## src/rtl/chunk_defines.svh

```systemverilog
// constants for the image chunk appender
// Operation
// - chunk enable refused while append mode off
// - append mode off clears every chunk enable
// - append mode switches payload kind to chunks
// - enabled chunks trail the image pixels
// - 32-bit frame counter from zero, step one
// - frame counter wraps to zero after maximum
// - stopped capture may skip counter values
// - frame counter chunk on every image
// - power cycle clears frame counter
// - clear source line one, two, software, off
// - clear source off after power-up
// - software clear command clears counter
// - second counter, frame begin source first
// - trigger count leads frame count by one
// - both counters restart at zero after wrap
// - time stamp latched at acquisition trigger
// - cycle timers restart at every reset
// - bits 0-6 seconds, wrap after 127
// - bits 7-19 bus cycles, wrap after 7999
// - bits 20-31 offset, wrap after 3071
// - time stamp chunk on every image
`ifndef CHUNK_DEFINES_SVH
`define CHUNK_DEFINES_SVH

// ****************************************
// register map (byte addresses)
// ****************************************
`define REG_CTRL      8'h00
`define REG_CHUNK_SEL 8'h04
`define REG_CHUNK_EN  8'h08
`define REG_CNT_CFG   8'h0C
`define REG_CNT_CMD   8'h10
`define REG_FRAME_CNT 8'h14
`define REG_TSTAMP    8'h18
`define REG_STATUS    8'h1C

// ****************************************
// field positions and codes
// ****************************************
`define CFG_PICK_LSB  0
`define CFG_EVT_LSB   4
`define CFG_CLR_LSB   8
`define PICK_SECOND   2'h2
`define EVT_FRAME_BEG 2'h1
`define TAG_FRAME_CNT 32'hC4A1_0001
`define TAG_TSTAMP    32'hC4A1_0002

// ****************************************
// time stamp timing
// ****************************************
`define MCLK_KHZ      100000
`define OFFSET_KHZ    24576
`define OFFSET_MAX    12'hBFF
`define CYCLE_MAX     13'h1F3F

`endif

```

## src/rtl/chunk_pkg.sv

```systemverilog
// types shared by the chunk appender files
package chunk_pkg;

  // one stream word with its end marker
  typedef struct packed {
    logic [31:0] data;
    logic        last;
  } word_s;

  typedef enum logic [1:0] {
    CLR_OFF  = 2'h0,
    CLR_INPUT_LINE_ONE = 2'h1,
    CLR_INPUT_LINE_TWO = 2'h2,
    CLR_SOFT = 2'h3
  } clear_src_e;

  typedef enum logic [2:0] {
    S_PIX = 3'b001,
    S_TAG = 3'b010,
    S_VAL = 3'b100
  } state_e;

endpackage

```

## src/rtl/image_chunk_appender.sv

```systemverilog
// appends frame counter and time stamp chunks to images
`timescale 1ns/1ps
`include "chunk_defines.svh"
module image_chunk_appender (
  input  wire logic          i_mclk,
  input  wire logic          i_rst_n,
  // apb slave
  input  wire logic          i_psel,
  input  wire logic          i_penable,
  input  wire logic          i_pwrite,
  input  wire logic [7:0]    i_paddr,
  input  wire logic [31:0]   i_pwdata,
  output logic [31:0]        o_prdata,
  output logic               o_pready,
  output logic               o_pslverr,
  // acquisition trigger, same clock
  input  wire logic          i_frame_begin_event,
  // external clear lines, asynchronous
  input  wire logic          i_input_line_one,
  input  wire logic          i_input_line_two,
  // pixel stream in
  input  wire logic          i_pix_valid,
  input  wire chunk_pkg::word_s i_pix,
  output logic               o_pix_ready,
  // stream to the host link
  output logic               o_out_valid,
  output chunk_pkg::word_s   o_out,
  input  wire logic          i_out_ready,
  output logic               o_payload_kind
);
  import chunk_pkg::*;

  // ****************************************
  // declarations
  // ****************************************
  logic        active_reg;
  logic        sel_reg;
  logic [1:0]  en_reg;
  logic [1:0]  pick_reg;
  logic [1:0]  evt_reg;
  clear_src_e  clr_src_reg;
  logic [31:0] frame_cnt_reg;
  logic [31:0] prdata_reg;
  logic [2:0]  input_line_one_reg;
  logic [2:0]  input_line_two_reg;
  logic [31:0] trig_fc_reg;
  logic [31:0] trig_ts_reg;
  logic [1:0]  trig_en_reg;
  logic [31:0] img_fc_reg;
  logic [31:0] img_ts_reg;
  logic [1:0]  img_en_reg;
  logic        first_reg;
  logic        idx_reg;
  logic        idx_next;
  state_e      state_reg;
  state_e      state_next;
  logic        out_valid_reg;
  word_s       out_reg;
  word_s       out_next;
  logic        out_load;
  logic [31:0] stamp;
  logic        wr_en;
  logic        rd_setup;
  logic        acc_phase;
  logic        hit;
  logic [31:0] rd_mux;
  logic        wr_ctrl;
  logic        wr_en_reg;
  logic        wr_cfg;
  logic        wr_cmd;
  logic        cfg_ready;
  logic        edge1;
  logic        edge2;
  logic        clr_pulse;
  logic        out_free;
  logic        pix_fire;
  logic        pix_end;
  logic        any_en;

  // ****************************************
  // time base
  // ****************************************
  cycle_timer u_timer (
    .i_mclk  (i_mclk),
    .i_rst_n (i_rst_n),
    .o_stamp (stamp)
  );

  // ****************************************
  // apb decode
  // ****************************************
  // zero wait states: every access completes at once
  assign acc_phase = i_psel && i_penable;
  assign wr_en     = acc_phase && i_pwrite;
  assign rd_setup  = i_psel && !i_penable && !i_pwrite;
  assign hit       = i_paddr[1:0] == 2'h0 && i_paddr <= `REG_STATUS;
  assign wr_ctrl   = wr_en && i_paddr == `REG_CTRL;
  assign wr_en_reg = wr_en && i_paddr == `REG_CHUNK_EN;
  assign wr_cfg    = wr_en && i_paddr == `REG_CNT_CFG;
  assign wr_cmd    = wr_en && i_paddr == `REG_CNT_CMD
                     && i_pwdata[0];
  assign o_pready  = 1'b1;
  assign o_pslverr = acc_phase && !hit;
  assign o_prdata  = prdata_reg;

  // clear source only taken once counter setup is right
  assign cfg_ready =
    i_pwdata[`CFG_PICK_LSB +: 2] == `PICK_SECOND &&
    i_pwdata[`CFG_EVT_LSB +: 2] == `EVT_FRAME_BEG;

  // read data selection
  always_comb begin
    rd_mux = 32'h0000_0000;
    case (i_paddr)
      `REG_CTRL:      rd_mux = {30'h0, o_payload_kind, active_reg};
      `REG_CHUNK_SEL: rd_mux = {31'h0, sel_reg};
      `REG_CHUNK_EN:  rd_mux = {31'h0, en_reg[sel_reg]};
      `REG_CNT_CFG:   rd_mux = {22'h0, clr_src_reg, 2'h0, evt_reg,
                                2'h0, pick_reg};
      `REG_FRAME_CNT: rd_mux = frame_cnt_reg;
      `REG_TSTAMP:    rd_mux = stamp;
      `REG_STATUS:    rd_mux = {27'h0, state_reg, en_reg};
      default:        rd_mux = 32'h0000_0000;
    endcase
  end

  // read data captured in the setup cycle
  always_ff @(posedge i_mclk or negedge i_rst_n) begin
    if (!i_rst_n) prdata_reg <= 32'h0000_0000;
    else if (rd_setup) prdata_reg <= rd_mux;
  end

  // ****************************************
  // chunk mode and enables
  // ****************************************
  assign o_payload_kind = active_reg;

  always_ff @(posedge i_mclk or negedge i_rst_n) begin
    if (!i_rst_n) begin
      active_reg <= 1'b0;
      sel_reg    <= 1'b0;
      en_reg     <= 2'h0;
    end else begin
      if (wr_ctrl) active_reg <= i_pwdata[0];
      if (wr_en && i_paddr == `REG_CHUNK_SEL) sel_reg <= i_pwdata[0];
      if (wr_ctrl && !i_pwdata[0]) en_reg <= 2'h0;
      else if (wr_en_reg && active_reg)
        en_reg[sel_reg] <= i_pwdata[0];
    end
  end

  // ****************************************
  // counter setup and clear sources
  // ****************************************
  always_ff @(posedge i_mclk or negedge i_rst_n) begin
    if (!i_rst_n) begin
      pick_reg    <= 2'h0;
      evt_reg     <= 2'h0;
      clr_src_reg <= CLR_OFF;
    end else if (wr_cfg) begin
      pick_reg <= i_pwdata[`CFG_PICK_LSB +: 2];
      evt_reg  <= i_pwdata[`CFG_EVT_LSB +: 2];
      if (cfg_ready)
        clr_src_reg <= clear_src_e'(i_pwdata[`CFG_CLR_LSB +: 2]);
    end
  end

  // two flops to synchronise, a third for the edge
  always_ff @(posedge i_mclk or negedge i_rst_n) begin
    if (!i_rst_n) begin
      input_line_one_reg <= 3'h0;
      input_line_two_reg <= 3'h0;
    end else begin
      input_line_one_reg <= {input_line_one_reg[1:0], i_input_line_one};
      input_line_two_reg <= {input_line_two_reg[1:0], i_input_line_two};
    end
  end

  // only stage 1 and 2 are looked at, never stage 0
  assign edge1 = input_line_one_reg[1] && !input_line_one_reg[2];
  assign edge2 = input_line_two_reg[1] && !input_line_two_reg[2];

  // one clear per event from the chosen source
  always_comb begin
    case (clr_src_reg)
      CLR_INPUT_LINE_ONE: clr_pulse = edge1;
      CLR_INPUT_LINE_TWO: clr_pulse = edge2;
      CLR_SOFT:  clr_pulse = wr_cmd;
      default:   clr_pulse = 1'b0;
    endcase
  end

  // ****************************************
  // frame counter and trigger snapshot
  // ****************************************
  // clear beats a count in the same cycle so the
  // next image is numbered zero
  always_ff @(posedge i_mclk or negedge i_rst_n) begin
    if (!i_rst_n) frame_cnt_reg <= 32'h0000_0000;
    else if (clr_pulse) frame_cnt_reg <= 32'h0000_0000;
    else if (i_frame_begin_event)
      frame_cnt_reg <= frame_cnt_reg + 32'h0000_0001;
  end

  // values for the image that this trigger starts
  always_ff @(posedge i_mclk or negedge i_rst_n) begin
    if (!i_rst_n) begin
      trig_fc_reg <= 32'h0000_0000;
      trig_ts_reg <= 32'h0000_0000;
      trig_en_reg <= 2'h0;
    end else if (i_frame_begin_event) begin
      trig_fc_reg <= clr_pulse ? 32'h0000_0000 : frame_cnt_reg;
      trig_ts_reg <= stamp;
      trig_en_reg <= en_reg;
    end
  end

  // snapshot moves to the image at its first pixel;
  // a new trigger may come while chunks still drain
  always_ff @(posedge i_mclk or negedge i_rst_n) begin
    if (!i_rst_n) begin
      img_fc_reg <= 32'h0000_0000;
      img_ts_reg <= 32'h0000_0000;
      img_en_reg <= 2'h0;
      first_reg  <= 1'b1;
    end else if (pix_fire) begin
      first_reg <= i_pix.last;
      if (first_reg) begin
        img_fc_reg <= trig_fc_reg;
        img_ts_reg <= trig_ts_reg;
        img_en_reg <= trig_en_reg;
      end
    end
  end

  // ****************************************
  // output stream
  // ****************************************
  // chunk enables of the image being sent
  assign any_en   = first_reg ? |trig_en_reg : |img_en_reg;
  assign out_free = !out_valid_reg || i_out_ready;
  assign o_pix_ready = out_free && state_reg == S_PIX;
  assign pix_fire = i_pix_valid && o_pix_ready;
  assign pix_end  = pix_fire && i_pix.last;
  assign o_out_valid = out_valid_reg;
  assign o_out    = out_reg;

  // chunk word: tag first, then its value
  function automatic logic [31:0] chunk_word(
    input logic        kind,
    input logic        is_tag,
    input logic [31:0] fc,
    input logic [31:0] ts
  );
    logic [31:0] tag;
    tag = kind ? `TAG_TSTAMP : `TAG_FRAME_CNT;
    chunk_word = is_tag ? tag : (kind ? ts : fc);
  endfunction

  // sequencer: pixels, then frame counter, then stamp
  always_comb begin
    state_next = state_reg;
    idx_next   = idx_reg;
    out_load   = 1'b0;
    out_next   = out_reg;
    case (state_reg)
      S_PIX: begin
        if (pix_fire) begin
          out_load = 1'b1;
          out_next.data = i_pix.data;
          out_next.last = i_pix.last && !any_en;
          if (pix_end && any_en) begin
            state_next = S_TAG;
            idx_next = first_reg ? !trig_en_reg[0] : !img_en_reg[0];
          end
        end
      end
      S_TAG: begin
        if (out_free) begin
          out_load = 1'b1;
          out_next.data = chunk_word(idx_reg, 1'b1,
                                     img_fc_reg, img_ts_reg);
          out_next.last = 1'b0;
          state_next = S_VAL;
        end
      end
      S_VAL: begin
        if (out_free) begin
          out_load = 1'b1;
          out_next.data = chunk_word(idx_reg, 1'b0,
                                     img_fc_reg, img_ts_reg);
          out_next.last = idx_reg || !img_en_reg[1];
          if (!idx_reg && img_en_reg[1]) begin
            state_next = S_TAG;
            idx_next = 1'b1;
          end else begin
            state_next = S_PIX;
          end
        end
      end
      default: begin
        state_next = S_PIX;
      end
    endcase
  end

  // state and output stage
  always_ff @(posedge i_mclk or negedge i_rst_n) begin
    if (!i_rst_n) begin
      state_reg     <= S_PIX;
      idx_reg       <= 1'b0;
      out_valid_reg <= 1'b0;
      out_reg       <= '0;
    end else begin
      state_reg <= state_next;
      idx_reg   <= idx_next;
      if (out_load) out_reg <= out_next;
      if (out_free) out_valid_reg <= out_load;
    end
  end

  // ****************************************
  // checks
  // ****************************************
  a_enable_needs_mode: assert property (
    @(posedge i_mclk) disable iff (!i_rst_n)
    !active_reg |-> en_reg == 2'h0)
    else $error("chunk enabled while append mode off");

  a_mode_off_clears: assert property (
    @(posedge i_mclk) disable iff (!i_rst_n)
    wr_ctrl && !i_pwdata[0] |=> en_reg == 2'h0 && !o_payload_kind)
    else $error("mode off left a chunk enabled");

  a_count_step: assert property (
    @(posedge i_mclk) disable iff (!i_rst_n)
    i_frame_begin_event && !clr_pulse
    |=> frame_cnt_reg == $past(frame_cnt_reg) + 32'h0000_0001)
    else $error("frame counter did not step by one");

  a_clear_off_none: assert property (
    @(posedge i_mclk) disable iff (!i_rst_n)
    clr_src_reg == CLR_OFF && !i_frame_begin_event
    |=> $stable(frame_cnt_reg))
    else $error("frame counter moved with clear off");

  a_soft_clear: assert property (
    @(posedge i_mclk) disable iff (!i_rst_n)
    wr_cmd && clr_src_reg == CLR_SOFT |=> frame_cnt_reg == 32'h0)
    else $error("software clear missed");

  a_stamp_latch: assert property (
    @(posedge i_mclk) disable iff (!i_rst_n)
    i_frame_begin_event |=> trig_ts_reg == $past(stamp))
    else $error("time stamp not latched at trigger");

  a_tag_then_value: assert property (
    @(posedge i_mclk) disable iff (!i_rst_n)
    state_reg == S_TAG && out_free
    |=> state_reg == S_VAL && out_valid_reg && !out_reg.last)
    else $error("chunk tag not followed by its value");

endmodule

```

## src/rtl/cycle_timer.sv

```systemverilog
// bus cycle timer that forms the 32-bit time stamp
`timescale 1ns/1ps
`include "chunk_defines.svh"
module cycle_timer (
  input  wire logic        i_mclk,
  input  wire logic        i_rst_n,
  output logic [31:0]      o_stamp
);
  // ****************************************
  // fractional 24.576 MHz tick
  // ****************************************
  logic [16:0] acc_reg;
  logic [11:0] off_reg;
  logic [12:0] cyc_reg;
  logic [6:0]  sec_reg;
  logic [17:0] acc_sum;
  logic        tick;
  logic        off_wrap;
  logic        cyc_wrap;

  // phase accumulator avoids a second clock domain
  assign acc_sum  = {1'b0, acc_reg} + 18'(`OFFSET_KHZ);
  assign tick     = acc_sum >= 18'(`MCLK_KHZ);
  assign off_wrap = tick && off_reg == `OFFSET_MAX;
  assign cyc_wrap = off_wrap && cyc_reg == `CYCLE_MAX;
  assign o_stamp  = {off_reg, cyc_reg, sec_reg};

  // counters restart only at reset
  always_ff @(posedge i_mclk or negedge i_rst_n) begin
    if (!i_rst_n) begin
      acc_reg <= 17'h0_0000;
      off_reg <= 12'h000;
      cyc_reg <= 13'h0000;
      sec_reg <= 7'h00;
    end else begin
      acc_reg <= tick ? 17'(acc_sum - 18'(`MCLK_KHZ))
                      : acc_sum[16:0];
      if (tick) off_reg <= off_wrap ? 12'h000 : off_reg + 12'h001;
      if (off_wrap) cyc_reg <= cyc_wrap ? 13'h0000 : cyc_reg + 13'h0001;
      if (cyc_wrap) sec_reg <= sec_reg + 7'h01;
    end
  end

  a_offset_wrap: assert property (
    @(posedge i_mclk) disable iff (!i_rst_n)
    off_wrap |=> off_reg == 12'h000 && cyc_reg != $past(cyc_reg))
    else $error("cycle offset did not wrap into cycle count");

  a_cycle_wrap: assert property (
    @(posedge i_mclk) disable iff (!i_rst_n)
    cyc_wrap |=> cyc_reg == 13'h0000 && sec_reg == $past(sec_reg) + 7'h01)
    else $error("cycle count did not wrap into seconds");

endmodule

```

## config.mk

```make
export PLATFORM = sky130hd
export DESIGN_NAME = image_chunk_appender
export DESIGN_NICKNAME = d
export VERILOG_FILES = /design/src/rtl/chunk_pkg.sv /design/src/rtl/image_chunk_appender.sv /design/src/rtl/cycle_timer.sv
export VERILOG_INCLUDE_DIRS = /design/src /design/src/rtl
export SDC_FILE = /design/constraint.sdc
export NUM_CORES = 1
export LEC_CHECK = 0
export ABC_AREA = 1
export ABC_CLOCK_PERIOD_IN_PS = 3600
export BUFFER_PORTS_ARGS = -buffer_cell sky130_fd_sc_hd__buf_2
export CORE_MARGIN = 3
export CORE_UTILIZATION = 60
export DETAILED_ROUTE_END_ITERATION = 8
export GPL_TIMING_DRIVEN = 0
export PLACE_DENSITY = 0.81
export SYNTH_ARGS = -nofsm -noshare
export SYNTH_HDL_FRONTEND = slang
export SYNTH_SLANG_ARGS = --single-unit
```

## constraint.sdc

```tcl
create_clock -name i_mclk -period 3.6 [get_ports i_mclk]
set_input_delay 0.54 -clock i_mclk [delete_from_list [all_inputs] [get_ports i_mclk]]
set_output_delay 0.54 -clock i_mclk [all_outputs]
set_load 0.02 [all_outputs]
```

==> results by group, run 1 <==
Yosys
  – Post-synth EDFFs: 0
  – Yosys reg bits: 295
  – Mux share of post-synthesis cell area: 2.453%
  – Register area share after synthesis: 51.90%
  – Mapped cell area: 0.01423 mm^2
  – Post-Synth Adder-Cell Area: 0.7035%
  – Synth Area in Compound Gates: 10.09%
  – Synth Flop Type: dfrtp_1
  – Distinct cell type count after synthesis: 54
  – Largest family of logic cells by synthesized area: simple AND/OR/NAND/NOR gates
  – XOR/XNOR Fraction of Synth Area: just under 2%
  – Synth warn: 0
  – Post-Synth Simple-Gate Area: approximately 25%
  – Cells after Synth: 1700
  – Syn_nets: between 1500 and 2000
  – Syn avg cell area: approximately 8.4 um^2
  – Post-synth ARST share: 100.0%

Timing
  – RSZ-0062 raised after global routing: no
  – Crit path time final: 2.149 ns
  – Worst rel slew slack: around 44%
  – Skew final: approximately 0.014 ns
  – Tcrit/Tclk final: 59.69%
  – PnR worst setup slack: around 1.5 ns
  – Final hold vios: 0
  – Final setup TNS: 0 ns
  – Setup-failing EPs final: 0
  – Fmax: around 0.47 GHz
  – Tightest Pin Transition: 0.8376 ns
  – Slew Limit Fails: 0
  – Worst Hold Margin: 0.07316 ns

Cells and area
  – Max reg flops: 33
  – Storage cell area: between 0.007 and 0.008 mm^2
  – Finished Core Util: 71.24%
  – Synth-to-Final Area Change: 15.07%
  – FILL cells: 1883
  – Antenna fix cells: 0
  – Nets: 1951
  – Layout cells sized above 1: 15.01%
  – Post-route insts no fill: 2198
  – Multi-input logic area: 0.005779 mm^2
  – Finished Cell Area: 0.01637 mm^2
  – Most frequent cells in the layout: 544 x nand2_1, 293 x dfrtp_1, 159 x inv_1
  – Most common cell after layout, fill and taps aside: nand2_1

Placed design
  – Final RePlAce weighted congestion: 1.036
  – Hpwl dp: 28240 um
  – Worst slack, placed: 1.262 ns
  – Placed cell count: approximately 2100
  – Number of port buffers: between 100 and 150
  – Placed Area: around 0.015 mm^2

Power and ir drop
  – Lkg Pwr: 8.167 nW
  – Pwr per Cell Area: 586.4 mW/mm^2
  – Total power: 9.601 mW
  – Peak supply drop: ~0.49 mV

Detailed routing
  – Vias: 12200
  – Initial DRC count: 1198
  – DR pass1 iterations: 5
  – Detailed-route wire length per cell: 17.40 um
  – Residual DRC: 0
  – Antenna viol nets, final: 0
  – Via density: 5.551
  – Routed Wire Length: 38240 um

Worst setup path
  – Crit Path Class: reg -> out
  – Critical Path AT: 1.61 ns
  – Slowest stage delay, CP: 0.37 ns
  – CP max stage cell: dfrtp_1
  – Crit-path max FO: 4
  – CP cell instances: inv_1 > nand3_2 > nor2_1 > buf_2
  – Worst Path Required: 3.06 ns
  – Crit path launch type: register
  – Crit end category: primary output

CTS
  – CTS buffer count: 31
  – CTS tree: done
  – Clock Latency Late Sink: 0.57 ns
  – H-tree depth: 1
  – Clock Pin Slew Worst Setup and Hold Paths: 0.07 ns
  – Post-CTS Setup Repair Bufs: 0
  – Root Driver: clkbuf_16
  – Post-CTS Resized: 0
  – Sink Count: around 300
  – CTS Buffer Depth: 3

Global routing
  – Vias in the first global route: 12120
  – First-pass GRT wire length: around 62000 um
  – Gr usage total: approximately 30%
  – Gr ovfl total: 0
  – Pin count of the biggest net entering global routing: 124
  – Antenna violations before repair: 0

Run
  – Max-cap violations: 0

Worst hold path
  – Hold Path Class: in -> reg

Die
  – Die Area: 0.02560 mm^2
  – Die Y: 160.0 um
  – Die X: 160.0 um
  – Ports: about 150
  – CORE AREA: 0.02298 mm^2
  – Cell row count: 55
  – Initial Util: 61.91%

Run status
  – Status: finished, final reports clean
-- cell type report --
class,instances,area share (%)
Multi-Input combinational cell,1164,35.30
Sequential cell,295,45.10
Inverter,164,3.760
Clock inverter,15,1.077
Timing Repair Buffer,127,4.249
Tap cell,313,2.392
Buffer,77,2.743
Clock buffer,43,5.380
-- kinds of logic after synthesis --
group / Yosys count
simple gates: 837
flops: 295
compound gates: 256
buf+inv: 241
xor+xnor: 31
mux: 31
fa+ha+maj: 8
other cells: 1
-- final timing paths --
path	startpoint	endpoint	slack (ns)	depth (start not counted)
setup / recovery	state_reg[1]	o_pix_ready	1.45	4
max in group asynchronous	i_rst_n	u_timer.cyc_reg[3]	2.20	3
hold / removal	i_input_line_two	input_line_two_reg[0]	0.07	1
min in group asynchronous	i_rst_n	img_ts_reg[23]	0.48	2
setup reg to reg	u_timer.cyc_reg[0]	u_timer.sec_reg[2]	1.56	8
hold reg to reg	input_line_two_reg[0]	input_line_two_reg[1]	0.35	0
-- synthesized netlist by cell type (8+ instances only) --
cell type	number	area share, %
nand2_1	544	14
dfrtp_1	293	52
inv_1	159	4.2
o21ai_0	148	5.2
nor2_1	106	2.8
nand3_1	87	3.1
nand4_1	34	1.5
a31oi_1	30	1.3
clkbuf_1	29	0.77
buf_2	27	0.95
nor3_1	27	0.95
xor2_1	26	1.6
a21oi_1	22	0.77
o22ai_1	22	0.97
mux2_1	20	1.6
mux2_2	11	0.87
o21ai_2	10	0.62
o21ai_1	9	0.32
ha_1	8	0.70
-- repair_timing --
item                                    CTS  global route
hold endpoints to repair                 51             0
endpoints found under the setup margin    0             0
hold buffers                              1             0
-- critical path: cells and delay by family (launching register included) --
family	cells	cell delay [ns]
simple gates	2	0.28
flops	1	0.37
buf+inv	2	0.38
-- where the power goes --
part | internal (mW) | switching, mW
Combinational | 0.706 | 1.51
Clock | 1.93 | 1.37
Sequential | 3.83 | 0.259
-- metal layers --
layer | vias up | wire length, um | track usage (%)
li1 | 5846 | - | -
met1 | 5770 | 16490 | 41.71
met2 | 491 | 17900 | 49.21
met3 | 94 | 2503 | 3.346
met4 | 0 | 1344 | 10.22
met5 | - | 0 | 0
No activity file was read; power rests on OpenSTA's default activity.
==> run 2: changes to the inputs <==
- ABC_AREA: 1 -> 0
- ABC_CLOCK_PERIOD_IN_PS: 3600 -> 2150
- CORE_UTILIZATION: 60 -> 59
- PLACE_DENSITY: 0.81 -> 0.8
- clock period: 3.6 -> 2.15 ns (I/O delays scaled with it)
==> results by group, run 2 <==
Die
  – Die Y: 157.4 um (-1.6%)
  – CORE AREA: 0.02216 mm^2 (-3.6%)
  – Ports: 153 (unchanged)
  – Cell row count: 54 (-1.8%)
  – Die Area: 0.02478 mm^2 (-3.2%)
  – Initial Util: 61.05% (-0.86 points)
  – Die X: 157.4 um (-1.6%)

Power and ir drop
  – Lkg Pwr: 7.283 nW (-11%)
  – Pwr per Cell Area: 835.3 mW/mm^2 (+42%)
  – Peak supply drop: 0.4712 mV (-3.8%)
  – Total power: 13.28 mW (+38%)

Placed design
  – Worst slack, placed: -0.3629 ns (-1.625 ns)
  – Number of port buffers: 125 (+0.81%)
  – Final RePlAce weighted congestion: 0.9316 (-10%)
  – Placed Area: 0.01457 mm^2 (-4.8%)
  – Hpwl dp: 23860 um (-16%)
  – Placed cell count: 1706 (-20%)

Worst setup path
  – Buffer and inverter count on the worst path: 2 (unchanged)
  – Most frequent cell on the critical path: buf_4
  – RR Startpoint: u_timer.off_reg[0]
  – Crit path max-delay family: simple AND/OR/NAND/NOR gates
  – Worst Path Required: 2.57 ns (-0.49 ns)
  – Crit Path Class: reg -> reg
  – Reg2Reg Setup Slack: 0.06 ns (-1.50 ns)
  – Crit path launch type: register
  – Critical Path AT: 2.51 ns (+0.90 ns)
  – Crit end category: register
  – Worst R2R End: u_timer.off_reg[5]
  – CP max stage cell: dfrtp_2
  – CP cell instances: ha_4 > nand3b_1 > nor3_4 > buf_4 > buf_4 > and2b_1 > o21ai_0 > o31ai_1
  – Worst R2R Path Depth: 8 (unchanged)
  – Slowest stage delay, CP: 0.47 ns (+0.10 ns)
  – Crit-path max FO: 7 (+3)

Timing
  – Final setup TNS: 0 ns (unchanged)
  – Fmax: 0.4785 GHz
  – Skew final: 0.01071 ns (-0.003323 ns)
  – Final hold vios: 0 (unchanged)
  – Setup-failing EPs final: 0 (unchanged)
  – Crit path time final: 2.090 ns
  – PnR worst setup slack: 0.06032 ns (-1.391 ns)
  – Worst rel slew slack: 46.59% (+2.9 points)
  – Slew Limit Fails: 0 (unchanged)
  – Tightest Pin Transition: 0.7984 ns (-0.03923 ns)
  – Worst Hold Margin: 0.01117 ns (-0.06199 ns)
  – Tcrit/Tclk final: 97.19%
  – RSZ-0062 raised after global routing: yes

Yosys
  – Synth top area share: 54.19% (+2.7 points)
  – Syn_nets: 1390 (-22%)
  – Post-synth EDFFs: 0 (unchanged)
  – Top cells by area, synth: dfrtp_1 54%, mux2_2 6.9%, nand2_1 3.7%
  – Syn avg cell area: 10.42 um^2 (+24%)
  – Yosys reg bits: 295 (unchanged)
  – Mapped cell area: 0.01353 mm^2 (-4.9%)
  – Count leader, synth: dfrtp_1
  – Post-synth top area cell: dfrtp_1
  – Cells after Synth: 1299 (-24%)
  – Most frequent cells after synthesis: 293 x dfrtp_1, 135 x nand2_1, 123 x nor2_1
  – Post-synth ARST share: 100.0% (unchanged)
  – Distinct cell type count after synthesis: 78 (+44%)
  – Register area share after synthesis: 54.58% (+2.7 points)
  – Synth warn: 0 (unchanged)
  – Synth Flop Type: dfrtp_1

Detailed routing
  – Detailed-route wire length per cell: 19.08 um (+9.7%)
  – DR pass1 iterations: 5 (unchanged)
  – Antenna viol nets, final: 0 (unchanged)
  – Routed Wire Length: 33840 um (-11%)
  – Initial DRC count: 1003 (-16%)
  – Via density: 5.958 (+7.3%)
  – Vias: 10570 (-13%)
  – Residual DRC: 0 (unchanged)

CTS
  – CTS tree: done
  – Root Driver: clkbuf_16
  – CTS Buffer Depth: 3 (unchanged)
  – CTS buffer count: 30 (-3.2%)
  – Clock Latency Late Sink: 0.56 ns (about the same)
  – Sink Count: 295 (unchanged)
  – H-tree depth: 1 (unchanged)
  – Clock Pin Slew Worst Setup and Hold Paths: 0.06 ns (about the same)

Cells and area
  – Antenna fix cells: 0 (unchanged)
  – Max reg flops: 33 (unchanged)
  – Finished Cell Area: 0.01590 mm^2 (-2.9%)
  – Most common cell after layout, fill and taps aside: dfrtp_1
  – Layout cells sized above 1: 23.83% (+8.8 points)
  – Synth-to-Final Area Change: 17.50%
  – Most frequent cells in the layout: 288 x dfrtp_1, 143 x buf_2, 135 x nand2_1
  – Post-route insts no fill: 1774 (-19%)
  – Nets: 1561 (-20%)
  – Finished Core Util: 71.73% (+0.50 points)

Run status
  – Status: finished, final reports clean

Global routing
  – Pin count of the biggest net entering global routing: 132 (+6.5%)
  – First-pass GRT wire length: 54970 um (-12%)
  – Gr usage total: 27.61% (-2.3 points)
  – Vias in the first global route: 10330 (-15%)
  – Gr ovfl total: 0 (unchanged)
  – Antenna violations before repair: 0 (unchanged)

Worst hold path
  – Hold EP: clr_src_reg[0]
  – Hold Path Class: in -> reg
  – Worst hold start: i_pwdata[8]
  – Worst hold stages: 2 (+1)

Run
  – Max-cap violations: 0 (unchanged)
## run 2: cells by family (layout without fill, tap and decap cells)
kind of cell | after synthesis | count (layout) | share of synthesized area, %
xor+xnor | 48 | 48 | 3.107
other cells | 1 | 1 | 0.02772
compound gates | 295 | 295 | 13.35
buf+inv | 128 | 323 | 3.884
flops | 295 | 295 | 54.58
fa+ha+maj | 8 | 8 | 0.7399
simple gates | 408 | 408 | 14.95
mux | 116 | 116 | 9.350
## run 2: cell type report
type | instances | area, um^2
buffer | 73 | 350.3
clock buffer | 40 | 858.3
clock inverter | 16 | 221.5
fill | 1591 | 6265
inverter | 52 | 195.2
multi-input combinational | 876 | 5703
sequential | 295 | 7391
tap | 280 | 350.3
timing repair buffer | 142 | 827.0
## run 2: timing repair
action                                  4_1_cts  5_1_grt
gates cloned                                  0        0
endpoints found under the setup margin       87       65
buffers inserted                              8        4
endpoints found under the hold margin        71        0
hold buffers                                  3        0
pin swaps                                     5        5
gates resized for setup                      26       27
## run 2: worst max-delay path by stage
stage | slack (ns) | cells after the start | to | from
4_1_cts | 0.009 | 9 | u_timer.acc_reg[10] | u_timer.acc_reg[13]
3_5_place_dp | -0.36 | 8 | u_timer.acc_reg[10] | u_timer.acc_reg[13]
5_1_grt | -0.05 | 10 | u_timer.acc_reg[15] | u_timer.acc_reg[13]
3_3_place_gp | -4.56 | 1 | o_out[26] | i_rst_n
6_report | 0.06 | 8 | u_timer.off_reg[5] | u_timer.off_reg[0]
2_1_floorplan | 0.04 | 8 | u_timer.off_reg[11] | u_timer.acc_reg[13]
## run 2: power breakdown
group	switching [mW]	internal (mW)	leakage, nW
Combinational	0.985	0.572	2.83
Sequential	0.243	5.89	3.92
Clock	2.19	3.40	0.533
## run 2: metal layers
metal | vias to the layer above | GRT usage, % | share of wire, %
met5 | - | 0 | 0
li1 | 4918 | - | -
met4 | 0 | 8.058 | 2.8
met2 | 462 | 42.95 | 45
met3 | 67 | 3.079 | 6.8
met1 | 5122 | 41.51 | 45
==> run 3: changes to the inputs <==
- HOLD_SLACK_MARGIN: default -> 0.05
- REMOVE_ABC_BUFFERS: default -> 1
- SLEW_MARGIN: default -> 20
==> results by group, run 3 (synthesized netlist as in run 2, its figures left out) <==
Cells and area
  – Antenna fix cells: 0 (unchanged)
  – Finished Core Util: 71.86% (+0.12 points)
  – Max reg flops: 33 (unchanged)
  – Most frequent cells in the layout: 285 x dfrtp_1, 134 x nand2_1, 123 x buf_2
  – Nets: 1526 (-2.2%)
  – Finished Cell Area: 0.01592 mm^2 (+0.17%)
  – Layout cells sized above 1: 24.21% (+0.38 points)
  – Most common cell after layout, fill and taps aside: dfrtp_1
  – Synth-to-Final Area Change: 17.70%

Power and ir drop
  – Total power: 12.89 mW (-2.9%)
  – Sequential share of power: 48.1% (+1.9 points)
  – P_int: 9.560 mW (-3.1%)
  – Lkg Pwr: 7.245 nW (-0.52%)
  – Sw Ratio: 25.85% (+0.14 points)
  – Part of the power in combinational logic: 11.7% (about the same)
  – Clk pwr share: 40.2% (-1.9 points)
  – Psw: 3.333 mW (-2.4%)
  – Pwr per Cell Area: 809.7 mW/mm^2 (-3.1%)
  – Peak supply drop: 0.5014 mV (+6.4%)

Die
  – Die Area: 0.02478 mm^2 (unchanged)
  – Cell row count: 54 (unchanged)
  – CORE AREA: 0.02216 mm^2 (unchanged)
  – Die Y: 157.4 um (unchanged)
  – Die X: 157.4 um (unchanged)
  – Initial Util: 61.05% (unchanged)
  – Ports: 153 (unchanged)

Timing
  – PnR worst setup slack: -0.009079 ns (-0.06940 ns)
  – Tcrit/Tclk final: 100.4% (+3.2 points)
  – Slew Limit Fails: 0 (unchanged)
  – Fmax: 0.4632 GHz (-3.2%)
  – Worst rel slew slack: 37.44% (-9.1 points)
  – Setup-failing EPs final: 1 (+1)
  – Crit path time final: 2.159 ns (+0.06940 ns)
  – Skew final: 0.02191 ns (+0.01120 ns)
  – Worst Hold Margin: 0.06455 ns (+0.05338 ns)
  – Final hold vios: 0 (unchanged)
  – Tightest Pin Transition: 0.9383 ns (+0.1400 ns)

Worst setup path
  – RR Startpoint: u_timer.acc_reg[14]
  – Reg2Reg Setup Slack: -0.009 ns (-0.07 ns)
  – Worst R2R Path Depth: 8 (unchanged)
  – Crit path launch type: register
  – Crit Path Class: reg -> reg
  – Crit-path max FO: 5 (-2)
  – Critical Path AT: 2.61 ns (+0.10 ns)
  – Worst Path Required: 2.60 ns (+0.03 ns)
  – Worst R2R End: u_timer.cyc_reg[11]
  – Crit end category: register

Global routing
  – Vias in the first global route: 10050 (-2.7%)
  – First-pass GRT wire length: 52010 um (-5.4%)
  – Pin count of the biggest net entering global routing: 107 (-19%)
  – Gr ovfl total: 0 (unchanged)
  – Gr usage total: 25.94% (-1.7 points)
  – Antenna violations before repair: 0 (unchanged)

Detailed routing
  – Via density: 6.044 (+1.5%)
  – Antenna viol nets, final: 0 (unchanged)
  – Residual DRC: 0 (unchanged)
  – Detailed-route wire length per cell: 19.13 um (+0.26%)
  – DR pass1 iterations: 6 (+1)
  – Vias: 10510 (-0.61%)
  – Routed Wire Length: 33240 um (-1.8%)
  – Initial DRC count: 997 (-0.60%)

Worst hold path
  – Worst hold start: i_pix[0]
  – Hold Path Class: in -> reg
  – Worst hold stages: 2 (unchanged)
  – Hold EP: first_reg

CTS
  – Sink Count: 295 (unchanged)
  – H-tree depth: 1 (unchanged)
  – CTS buffer count: 30 (unchanged)
  – Clock Latency Late Sink: 0.55 ns (about the same)
  – CTS tree: done
  – CTS Buffer Depth: 3 (unchanged)
  – Clock Pin Slew Worst Setup and Hold Paths: 0.07 ns (about the same)
  – Root Driver: clkbuf_16

Placed design
  – Final RePlAce weighted congestion: 0.8643 (-7.2%)
  – Hpwl dp: 20690 um (-13%)
  – Number of port buffers: 125 (unchanged)
  – Placed Area: 0.01443 mm^2 (-0.95%)

Run status
  – Failing checks: negative setup slack
  – Status: finished, violations left

Run
  – Max-cap violations: 0 (unchanged)
-- run 3: cell count changes in the layout (fill, tap and decap cells not counted), moves of 4 or more --
cell / previous run / this run
clkbuf_1: 32 / 8
buf_2: 143 / 123
buf_4: 15 / 32
clkbuf_2: 12 / 0
buf_1: 5 / 0
dlygate4sd3_1: 3 / 8
buf_12: 1 / 5
-- run 3: worst max-delay path, cell delays in order, from the launching register on --
cell      delay (ns)
dfrtp_2         0.44
inv_2           0.09
ha_1            0.17
nand4b_1        0.09
o211ai_1        0.28
buf_4           0.23
o211ai_4        0.14
or4b_1          0.53
o21ai_0         0.08
-- run 3: worst max path at each step --
stage / depth (start not counted) / startpoint / slack [ns] / end
floorplan: 4 / state_reg[1] / -1.71 / o_out[22]
global placement: 1 / i_rst_n / -4.59 / img_ts_reg[29]
detailed placement: 7 / i_frame_begin_event / -0.78 / frame_cnt_reg[29]
CTS: 8 / u_timer.acc_reg[14] / 0.005 / u_timer.cyc_reg[11]
global route: 8 / u_timer.acc_reg[14] / -0.06 / u_timer.cyc_reg[11]
finish: 8 / u_timer.acc_reg[14] / -0.009 / u_timer.cyc_reg[11]
-- run 3: through the flow --
step | setup TNS [ns] | cells | worst slack, ns
after floorplan | -178.65 | 1223 | -1.714
after global placement | -1754.10 | 1628 | -4.587
after detailed placement | -39.72 | 1641 | -0.7834
after CTS | 0 | 1721 | 0.004591
after global routing | -0.2115 | 1738 | -0.05812
final | -0.009079 | 1738 | -0.009079
-- run 3: area by class of cell --
| type | count | area, um^2 |
|---|---|---|
| clock buffers | 45 | 888.4 |
| clock inverters | 10 | 105.1 |
| fillers | 1585 | 6237 |
| inverters | 52 | 195.2 |
| multi-input cells | 881 | 5823 |
| flip-flops and latches | 295 | 7395 |
| well taps | 280 | 350.3 |
| repair buffers | 175 | 1167 |
-- run 3: metal layers --
layer	track usage, %	up-vias	share of wire, %
li1	-	4856	-
met2	40.90	418	46
met5	0	-	0
met4	7.562	0	2.5
met1	38.02	5163	44
met3	3.657	68	7.1
-- run 3: repair_timing --
action | CTS | global route
hold endpoints to repair | 92 | 0
gates cloned | 3 | 2
buffers inserted | 14 | 15
hold buffers | 8 | 0
pin swaps | 11 | 11
setup endpoints to repair | 103 | 76
resized for setup | 21 | 15
-- run 3: power by group through the flow --
stage          logic, mW  registers, mW  clock network (mW)
2_1_floorplan      0.674           6.44                   0
3_3_place_gp        1.32           6.35                   0
3_5_place_dp        1.47           6.28                   0
4_1_cts             1.51           6.19                5.23
5_1_grt             1.66           6.25                5.49
6_report            1.51           6.20                5.19
